--- src/verilog/gen_timer_pkg.sv ---
// Package of constants for the dual 16-bit general timer
package gen_timer_pkg;
	localparam int          CNT_W          = 16;
	localparam int          PRE_W          = 8;
	localparam logic [15:0] COUNT_RESET    = 16'hFFFF;
	localparam logic [15:0] LOAD_RESET     = 16'hFFFF;
	localparam logic [7:0]  PRESCALE_RESET = 8'h00;
	localparam logic [2:0]  CFG_RESET      = 3'h0;
	localparam logic [2:0]  CFG_32_TIMER   = 3'h0;
	localparam logic [2:0]  CFG_32_CLOCK   = 3'h1;
	localparam logic [2:0]  CFG_16_SPLIT   = 3'h4;
	localparam logic [1:0]  MODE_ONE_SHOT  = 2'h1;
	localparam logic [1:0]  MODE_PERIODIC  = 2'h2;
	localparam logic [31:0] CLOCK_START    = 32'h00000001;
	localparam int          SLOW_CLK_HZ    = 32768;
	localparam int          TICK_HZ        = 1;
	localparam int          SLOW_PER_TICK  = SLOW_CLK_HZ / TICK_HZ;

	typedef enum logic [1:0] {
		RUN_IDLE  = 2'b00,
		RUN_COUNT = 2'b01
	} run_state_t;
endpackage : gen_timer_pkg

--- src/verilog/split_counter.sv ---
// One 16-bit down-counter with 8-bit prescaler for split mode
`timescale 1ns/1ps
module split_counter
	import gen_timer_pkg::*;
(
	input  wire logic              ref_clk,
	input  wire logic              rstn,
	input  wire logic              active,
	input  wire logic              enable,
	input  wire logic [1:0]        counter_n_mode_field,
	input  wire logic [15:0]       loadValue,
	input  wire logic              loadWrite,
	input  wire logic [7:0]        prescaleValue,
	input  wire logic              stallHold,
	output logic      [15:0]       count,
	output logic      [7:0]        prescale,
	output logic                   timeout,
	output logic                   stopReq
);
	logic atZero;
	assign atZero = (count == 16'h0000) && (prescale == 8'h00);

	// Down count with prescale extension and reload
	always_ff @(posedge ref_clk)
	begin
		if (!rstn)
		begin
			count    <= COUNT_RESET;
			prescale <= PRESCALE_RESET;
		end
		else if (loadWrite)
		begin
			count    <= loadValue;
			prescale <= prescaleValue;
		end
		else if (active && enable && !stallHold)
		begin
			if (atZero)
			begin
				count    <= loadValue;
				prescale <= prescaleValue;
			end
			else if (prescale != 8'h00)
				prescale <= prescale - 8'h01;
			else
			begin
				prescale <= prescaleValue;
				count    <= count - 16'h0001;
			end
		end
	end

	// Timeout pulse and one-shot stop request
	always_comb
	begin
		timeout = active && enable && !stallHold && atZero && !loadWrite;
		stopReq = timeout && (counter_n_mode_field == MODE_ONE_SHOT);
	end
endmodule : split_counter

--- src/verilog/dual_16bit_general_timer.sv ---
// Dual 16-bit general timer with joined 32-bit and clock modes
`timescale 1ns/1ps
// Contract
// - Two 16-bit counters, split or joined 32-bit
// - Trigger outputs ORed into one ADC trigger
// - Reset clears control; counters and loads FFFF
// - Prescale registers reset to zero
// - Config 0 timer, 1 clock, 4 split
// - 32-bit load write fills both loads
// - 32-bit read gives B high, A low
// - A mode field alone selects 32-bit behaviour
// - 32-bit down count, reload, one-shot stops
// - Timeout sets sticky raw and masked flags
// - Trigger only with output trigger enable
// - Load write while running takes next cycle
// - Stall enable freezes counting during stall
// - Clock mode counts up from one
// - 32.768 kHz pin divided to 1 Hz tick
// - Clock match rolls over to zero
// - Clock match sets raw, masked flags
// - Clock mode ignores stall enables
// - Split counters take modes independently
// - 16-bit down count with 8-bit prescaler
// - 16-bit reload both values, one-shot stops
// - Per-counter timeout flags and trigger
module dual_16bit_general_timer
	import gen_timer_pkg::*;
#(parameter int TICK_DIV = SLOW_PER_TICK)
(
	input  wire logic        ref_clk,
	input  wire logic        rstn,
	input  wire logic [2:0]  timer_global_config,
	input  wire logic [1:0]  counter_a_mode_field,
	input  wire logic [1:0]  counter_b_mode_field,
	input  wire logic        aEnableSet,
	input  wire logic        aEnableClear,
	input  wire logic        bEnableSet,
	input  wire logic        bEnableClear,
	input  wire logic        a_output_trigger_enable,
	input  wire logic        b_output_trigger_enable,
	input  wire logic        a_stall_enable,
	input  wire logic        b_stall_enable,
	input  wire logic        clock_mode_enable,
	input  wire logic        stallIn,
	input  wire logic [31:0] loadData,
	input  wire logic        aLoadWrite,
	input  wire logic        bLoadWrite,
	input  wire logic [7:0]  aPrescaleData,
	input  wire logic        aPrescaleWrite,
	input  wire logic [7:0]  bPrescaleData,
	input  wire logic        bPrescaleWrite,
	input  wire logic [31:0] matchData,
	input  wire logic        matchWrite,
	input  wire logic [4:0]  interrupt_mask_reg,
	input  wire logic [4:0]  status_clear_reg,
	input  wire logic        statusClearWrite,
	input  wire logic        capture_pin_zero,
	input  wire logic        otherTriggers,
	output logic             counter_a_enable,
	output logic             counter_b_enable,
	output logic      [31:0] counter_a_value,
	output logic      [15:0] counter_b_value,
	output logic      [4:0]  raw_status_reg,
	output logic      [4:0]  masked_status_reg,
	output logic             interruptOut,
	output logic             adcTrigger
);
	// Status bits: 0 A timeout, 1 B timeout, 3 clock match
	localparam int A_TO = 0;
	localparam int B_TO = 1;
	localparam int CLK_M = 3;

	logic [15:0] loadA;
	logic [15:0] loadB;
	logic [7:0]  preA;
	logic [7:0]  preB;
	logic [31:0] matchVal;
	logic [31:0] wide;
	logic [2:0]  cfgPrev;
	logic [15:0] slowCount;
	logic [15:0] cntA;
	logic [15:0] cntB;
	logic [4:0]  events;
	logic [4:0]  next_raw;
	logic        pinSync1, pinSync2, pinLast, tick;
	logic        mode32, modeClk, split, stallA, stallB;
	logic        to32, match32, toA, toB, stopA, stopB, trigNow;

	assign mode32  = (timer_global_config == CFG_32_TIMER);
	assign modeClk = (timer_global_config == CFG_32_CLOCK);
	assign split   = (timer_global_config == CFG_16_SPLIT);
	// Clock mode overrides stall so time keeps going
	assign stallA = a_stall_enable && stallIn && !clock_mode_enable;
	assign stallB = b_stall_enable && stallIn && !clock_mode_enable;

	// Load registers; 32-bit write splits into halves
	always_ff @(posedge ref_clk)
	begin
		if (!rstn)
		begin
			loadA <= LOAD_RESET;
			loadB <= LOAD_RESET;
		end
		else
		begin
			if (aLoadWrite)
				loadA <= loadData[15:0];
			// Joined modes refuse B writes; A's upper half covers B
			if (aLoadWrite && !split)
				loadB <= loadData[31:16];
			else if (bLoadWrite && split)
				loadB <= loadData[15:0];
		end
	end

	// Prescale and match registers
	always_ff @(posedge ref_clk)
	begin
		if (!rstn)
		begin
			preA     <= PRESCALE_RESET;
			preB     <= PRESCALE_RESET;
			matchVal <= 32'hFFFFFFFF;
		end
		else
		begin
			if (aPrescaleWrite)
				preA <= aPrescaleData;
			if (bPrescaleWrite)
				preB <= bPrescaleData;
			if (matchWrite)
				matchVal <= matchData;
		end
	end

	// Pin synchroniser and 1 Hz divider; pin is slow, edge counted
	always_ff @(posedge ref_clk)
	begin
		if (!rstn)
		begin
			pinSync1  <= 1'b0;
			pinSync2  <= 1'b0;
			pinLast   <= 1'b0;
			slowCount <= 16'h0000;
			tick      <= 1'b0;
		end
		else
		begin
			pinSync1 <= capture_pin_zero;
			pinSync2 <= pinSync1;
			pinLast  <= pinSync2;
			tick     <= 1'b0;
			if (!modeClk || !counter_a_enable)
				slowCount <= 16'h0000;
			else if (pinSync2 && !pinLast)
			begin
				if (slowCount == 16'(TICK_DIV - 1))
				begin
					slowCount <= 16'h0000;
					tick      <= 1'b1;
				end
				else
					slowCount <= slowCount + 16'h0001;
			end
		end
	end

	assign to32    = mode32 && counter_a_enable && !stallA
		&& (wide == 32'h00000000) && !aLoadWrite;
	assign match32 = modeClk && counter_a_enable && tick
		&& (wide == matchVal);

	// Joined 32-bit counter, down for timer, up for clock
	always_ff @(posedge ref_clk)
	begin
		if (!rstn)
		begin
			wide    <= {COUNT_RESET, COUNT_RESET};
			cfgPrev <= CFG_RESET;
		end
		else
		begin
			cfgPrev <= timer_global_config;
			if (modeClk && cfgPrev != CFG_32_CLOCK)
				wide <= CLOCK_START;
			else if (modeClk && matchWrite && !counter_a_enable)
				wide <= matchData;
			else if (mode32 && aLoadWrite)
				wide <= loadData;
			else if (mode32 && counter_a_enable && !stallA)
			begin
				if (wide == 32'h00000000)
					wide <= {loadB, loadA};
				else
					wide <= wide - 32'h00000001;
			end
			else if (match32)
				wide <= 32'h00000000;
			else if (modeClk && counter_a_enable && tick)
				wide <= wide + 32'h00000001;
		end
	end

	// Live load passes the new word, not the old load register
	split_counter u_cnt_a (
		.ref_clk              (ref_clk),
		.rstn                 (rstn),
		.active               (split),
		.enable               (counter_a_enable),
		.counter_n_mode_field (counter_a_mode_field),
		.loadValue            (aLoadWrite ? loadData[15:0] : loadA),
		.loadWrite            (split && aLoadWrite),
		.prescaleValue        (preA),
		.stallHold            (stallA),
		.count                (cntA),
		.prescale             (),
		.timeout              (toA),
		.stopReq              (stopA)
	);

	// Second counter keeps its own mode field in split mode
	split_counter u_cnt_b (
		.ref_clk              (ref_clk),
		.rstn                 (rstn),
		.active               (split),
		.enable               (counter_b_enable),
		.counter_n_mode_field (counter_b_mode_field),
		.loadValue            (bLoadWrite ? loadData[15:0] : loadB),
		.loadWrite            (split && bLoadWrite),
		.prescaleValue        (preB),
		.stallHold            (stallB),
		.count                (cntB),
		.prescale             (),
		.timeout              (toB),
		.stopReq              (stopB)
	);

	// Enable bits; hardware stop after one-shot timeout
	always_ff @(posedge ref_clk)
	begin
		if (!rstn)
		begin
			counter_a_enable <= 1'b0;
			counter_b_enable <= 1'b0;
		end
		else
		begin
			if (aEnableSet)
				counter_a_enable <= 1'b1;
			else if (aEnableClear || stopA || (to32
				&& counter_a_mode_field == MODE_ONE_SHOT))
				counter_a_enable <= 1'b0;
			if (bEnableSet)
				counter_b_enable <= 1'b1;
			else if (bEnableClear || stopB)
				counter_b_enable <= 1'b0;
		end
	end

	// Read view: joined modes put B in the upper half
	always_ff @(posedge ref_clk)
	begin
		if (!rstn)
		begin
			counter_a_value <= {COUNT_RESET, COUNT_RESET};
			counter_b_value <= COUNT_RESET;
		end
		else
		begin
			counter_a_value <= split ? {16'h0000, cntA} : wide;
			counter_b_value <= split ? cntB : wide[31:16];
		end
	end

	assign events = {1'b0, match32, 1'b0, toB && split, (toA && split) || to32};

	assign next_raw = events | (raw_status_reg
		& ~(statusClearWrite ? status_clear_reg : 5'h00));

	// Sticky flags: a new event beats a same-cycle clear
	always_ff @(posedge ref_clk)
	begin
		if (!rstn)
		begin
			raw_status_reg    <= 5'h00;
			masked_status_reg <= 5'h00;
			interruptOut      <= 1'b0;
		end
		else
		begin
			raw_status_reg    <= next_raw;
			masked_status_reg <= next_raw & interrupt_mask_reg;
			interruptOut      <= |(next_raw & interrupt_mask_reg);
		end
	end

	assign trigNow = (events[A_TO] && a_output_trigger_enable)
		|| (events[B_TO] && b_output_trigger_enable);

	// One-cycle ADC trigger, merged with the other timer blocks
	always_ff @(posedge ref_clk)
	begin
		if (!rstn)
			adcTrigger <= 1'b0;
		else
			adcTrigger <= trigNow || otherTriggers;
	end

	a_timeout_flag: assert property (@(posedge ref_clk)
		disable iff (!rstn) to32 |=> raw_status_reg[A_TO])
		else $error("timeout flag not set");
	a_trigger_gate: assert property (@(posedge ref_clk)
		disable iff (!rstn) adcTrigger
		|-> $past(trigNow) || $past(otherTriggers))
		else $error("trigger without cause");
	a_oneshot_stop: assert property (@(posedge ref_clk)
		disable iff (!rstn) to32 && counter_a_mode_field == MODE_ONE_SHOT
		&& !aEnableSet |=> !counter_a_enable)
		else $error("one-shot did not stop");
	a_reload_wide: assert property (@(posedge ref_clk)
		disable iff (!rstn) to32 |=> wide == {$past(loadB), $past(loadA)})
		else $error("32-bit reload wrong");
	a_load_take: assert property (@(posedge ref_clk)
		disable iff (!rstn) mode32 && aLoadWrite |=> wide == $past(loadData))
		else $error("load not taken");
	a_clock_roll: assert property (@(posedge ref_clk)
		disable iff (!rstn) match32 && !matchWrite && cfgPrev == CFG_32_CLOCK
		|=> wide == 32'h00000000)
		else $error("clock did not roll over");
	a_stall_hold: assert property (@(posedge ref_clk)
		disable iff (!rstn) mode32 && stallA && !aLoadWrite |=> $stable(wide))
		else $error("stall did not hold");
	a_match_flag: assert property (@(posedge ref_clk)
		disable iff (!rstn) match32 |=> raw_status_reg[CLK_M])
		else $error("match flag not set");
endmodule : dual_16bit_general_timer

--- config.mk ---
export PLATFORM = sky130hd
export DESIGN_NAME = dual_16bit_general_timer
export DESIGN_NICKNAME = d
export VERILOG_FILES = /design/src/verilog/gen_timer_pkg.sv /design/src/verilog/split_counter.sv /design/src/verilog/dual_16bit_general_timer.sv
export SDC_FILE = /design/constraint.sdc
export NUM_CORES = 1
export LEC_CHECK = 0
export CORE_ASPECT_RATIO = 0.9
export CORE_MARGIN = 2
export CORE_UTILIZATION = 60
export DETAILED_ROUTE_END_ITERATION = 6
export DONT_BUFFER_PORTS = 1
export GPL_TIMING_DRIVEN = 0
export MAX_ROUTING_LAYER = met4
export PLACE_DENSITY = 0.82
export RECOVER_POWER = 50
export SLEW_MARGIN = 20
export SYNTH_ARGS = -nofsm -noshare
export SYNTH_HDL_FRONTEND = slang
export SYNTH_SLANG_ARGS = --single-unit
--- constraint.sdc ---
create_clock -name ref_clk -period 4.15 [get_ports ref_clk]
set_clock_uncertainty 0.1 [all_clocks]
set_input_delay 0.2075 -clock ref_clk [delete_from_list [all_inputs] [get_ports ref_clk]]
set_output_delay 0.2075 -clock ref_clk [all_outputs]
set_load 0.01 [all_outputs]
==> impl_metrics.csv <==
group,metric,value,unit
worst_setup_path,critPathArrivalTime,4.41,ns
worst_hold_path,hp-class,"in2reg",
synth,syn_inst,1617,
drt,drc,1,
worst_hold_path,holdPathStages,4,
floorplan,core,20900,µm²
worst_setup_path,crit_start,"wide[8]",
cts,clk_latency,0.55,ns
grt,grt_max_degree,18,
worst_setup_path,cp.required,4.47,ns
worst_setup_path,worstSetupEndpointType,"flip-flop",
worst_setup_path,rrSetupSlack,0.06,ns
drt,wirelength,52400,µm
floorplan,start_util,61.3,%
worst_setup_path,path_delay_family,"simple AND/OR/NAND/NOR gates",
placed_design,place.gp.congestion,1.03,
worst_setup_path,crit_top_cell,"or4_4",
timing,relSlewSlack,-2.55,%
synth,ys_top_cells_by_count,"dfxtp_1 (245), nand2_1 (236), nor2_1 (146), clkbuf_1 (109), o21ai_0 (87)",
cts,cts_tree,"built",
synth,ys_ff_latch,245,
synth,synth_area_per_cell,7.93,µm²
worst_setup_path,rr_endpoint,"counter_a_enable",
synth,async_flop_share,0,%
cts,cts_inserted_buffers,25,
worst_setup_path,slowest_stage,"dlygate4sd3_1",
floorplan,die_h,143,µm
synth,synthFlopType,"dfxtp_1",
grt,grt_pass1_wl,77900,µm
drt,drt_iter0_markers,2021,
drt,vias,14000,
drt,ant_nets,0,
finish,final_nets,1890,
synth,synth_top_area_share,38.3,%
run_status,failed_checks,"DRC, capacitance limit, slew limit",
synth,yosys_warnings,0,
timing,min_period,4.09,ns
pwr,leakage,0.00571,µW
worst_setup_path,r2r_cells,10,
cts,cts_sinks,245,
finish,drive_gt1_share,4.44,%
grt,grt_pass1_vias,13200,
finish,top_regs,"counter_a_value (32), matchVal (32), wide (32)",
timing,rsz0062_at_grt,"no",
floorplan,die-area,22600,µm²
floorplan,die_x,158,µm
run_status,outcome,"finished, violations left",
synth,ys_seq_area_share,38.3,%
synth,ys_types,70,
synth,synth_area_leaders,"dfxtp_1 (38%), nand2_1 (6.9%), mux2i_1 (5.0%)",
synth,yosysMostFrequentCell,"dfxtp_1",
timing,period_share,98.5,%
timing,finalHoldViolCount,0,
worst_setup_path,critPathBufInv,3,
timing,tightestPinTransition,1.53,ns
synth,syn_nets,1744,
worst_hold_path,min_from,"matchData[2]",
pwr,p_seq_share,44.1,%
drt,drt-vias-per-instance,6.75,
drt,dr.pass1.iters,7,
placed_design,portBuffers,0,
pwr,p_switching,1770,µW
timing,final_max_slew_viol_count,10,
worst_hold_path,whs_endpoint,"wide[2]",
synth,yosysTopAreaCell,"dfxtp_1",
worst_setup_path,critPathMaxStageDelay,0.59,ns
synth,synth.cell_area,12800,µm²
pwr,swShare,30.3,%
pwr,pwr-share-comb,17.2,%
pwr,power_frac_clock,38.7,%
pwr,power,5860,µW
placed_design,dp_hpwl,36800,µm
floorplan,io_pins,179,
pwr,p_int,4080,µW
flow_run,max_cap_viol_count,1,
timing,hold_ws,0.0117,ns
cts,cts-root-buf,"clkbuf_16",
grt,track_usage,47.2,%
pwr,irDropWorstVdd,0.415,mV
drt,wl_per_cell,25.2,µm
worst_setup_path,crit_fanout,10,
cts,ctsHtreeMaxLevel,1,
worst_setup_path,crit_path_start_kind,"flip-flop",
finish,area_growth,18.6,%
grt,globalRouteOverflowTotal,0,
timing,clock.fmax,245,MHz
worst_setup_path,crit_chain,"clkbuf_1 -> or4_4 -> or4_1 -> buf_2 -> or4_4 -> mux2i_1 -> and3_1 -> and3b_1 -> o41ai_1 -> dlygate4sd3_1",
cts,clkTransAtPathRegs,0.07,ns
timing,setup_viol,0,
grt,antenna_found_initial,8,
worst_setup_path,reg2reg_from,"wide[8]",
synth,synth_edf_count,0,
worst_setup_path,worstSetupPathType,"reg2reg",
cts,cts_max_path_buffers,3,
floorplan,core.rowCount,50,
pwr,p_per_area,385,nW/µm²
-- cell families after synthesis --
| logic type | count (synthesis) | share of synthesized area [%] |
|---|---|---|
| AND/OR/NAND/NOR | 661 | 24.4 |
| multiplexers | 68 | 5.35 |
| adder cells (fa/ha/maj) | 10 | 0.976 |
| XOR/XNOR | 98 | 6.70 |
| flip-flops | 245 | 38.3 |
| buffers and inverters | 156 | 4.72 |
| AO/OA/AOI/OAI | 379 | 19.6 |
-- worst min-delay path, stage by stage --
cell and delay, ns:
o22ai_1 0.08, o21ai_0 0.16, a21oi_1 0.06, nor2_1 0.11
-- through the flow --
step	std cells	TNS [ns]	instance area, µm²	setup slack, ns	utilization [%]
CTS	2063	0	15100	0.115	72.5
floorplan	1617	0	12800	0.954	-
global route	2074	0	15200	0.0209	72.7
finish	2077	0	15200	0.0616	72.8
detailed placement	1904	0	13200	0.279	63.2
global placement	1903	-4.34	13200	-0.290	63.1
-- power groups by stage --
| stage | combinational (µW) | clock, µW | sequential (µW) |
|---|---|---|---|
| 6_report | 1010 | 2260 | 2580 |
| 5_1_grt | 1070 | 2330 | 2590 |
| 4_1_cts | 959 | 2240 | 2580 |
| 3_5_place_dp | 830 | 0 | 2630 |
| 3_3_place_gp | 816 | 0 | 2630 |
| 2_1_floorplan | 604 | 0 | 2600 |
-- cell type report --
| cell class | count | area, µm² |
|---|---|---|
| Clock inverter | 14 | 120 |
| Antenna cell | 11 | 27.5 |
| Timing Repair Buffer | 119 | 1180 |
| Inverter | 26 | 97.6 |
| Buffer | 130 | 508 |
| Tap cell | 286 | 358 |
| Multi-Input combinational cell | 1216 | 7330 |
| Fill cell | 1681 | 5690 |
| Clock buffer | 30 | 674 |
| Sequential cell | 245 | 4900 |
-- repair_timing --
item,4_1_cts,5_1_grt
setup endpoints to repair,0,4
hold buffers,115,0
buffers inserted,0,3
resized for setup,0,2
hold endpoints to repair,154,0
-- placed cells by master, fill, tap and decap left out, types with 11 or more instances in the layout --
master	Yosys	final
nand4_1	19	19
o21ai_0	87	87
a221oi_1	20	20
a21o_1	14	14
a21oi_1	68	68
or3_1	12	12
clkbuf_1	109	118
dfxtp_1	245	245
xnor2_1	43	43
a211o_1	11	11
clkbuf_16	0	25
o211ai_1	20	20
o31ai_1	11	11
nor3_1	35	35
diode_2	0	11
mux2i_1	64	64
xor2_1	55	55
nand2_1	236	236
nor2_1	146	146
nand3_1	78	78
a31oi_1	19	19
o22ai_1	22	22
a211oi_1	42	42
inv_1	25	25
and3_1	13	13
dlygate4sd3_1	0	115
nor2b_1	18	18
nor4_1	35	33
-- layer usage --
metal / track usage [%] / share of wire (%)
met1: 58.3 / 37
met2: 70.1 / 43
met3: 14.9 / 14
met4: 22.8 / 6.5
met5: - / 0
-- worst max path at each step --
stage / end / slack, ns / cells past startpoint
3_5_place_dp: wide[7] / 0.28 / 9
4_1_cts: masked_status_reg[1] / 0.12 / 10
2_1_floorplan: wide[25] / 0.95 / 10
5_1_grt: counter_a_enable / 0.02 / 10
6_report: counter_a_enable / 0.06 / 10
3_3_place_gp: wide[28] / -0.29 / 9
No activity file was read; power rests on OpenSTA's default activity.
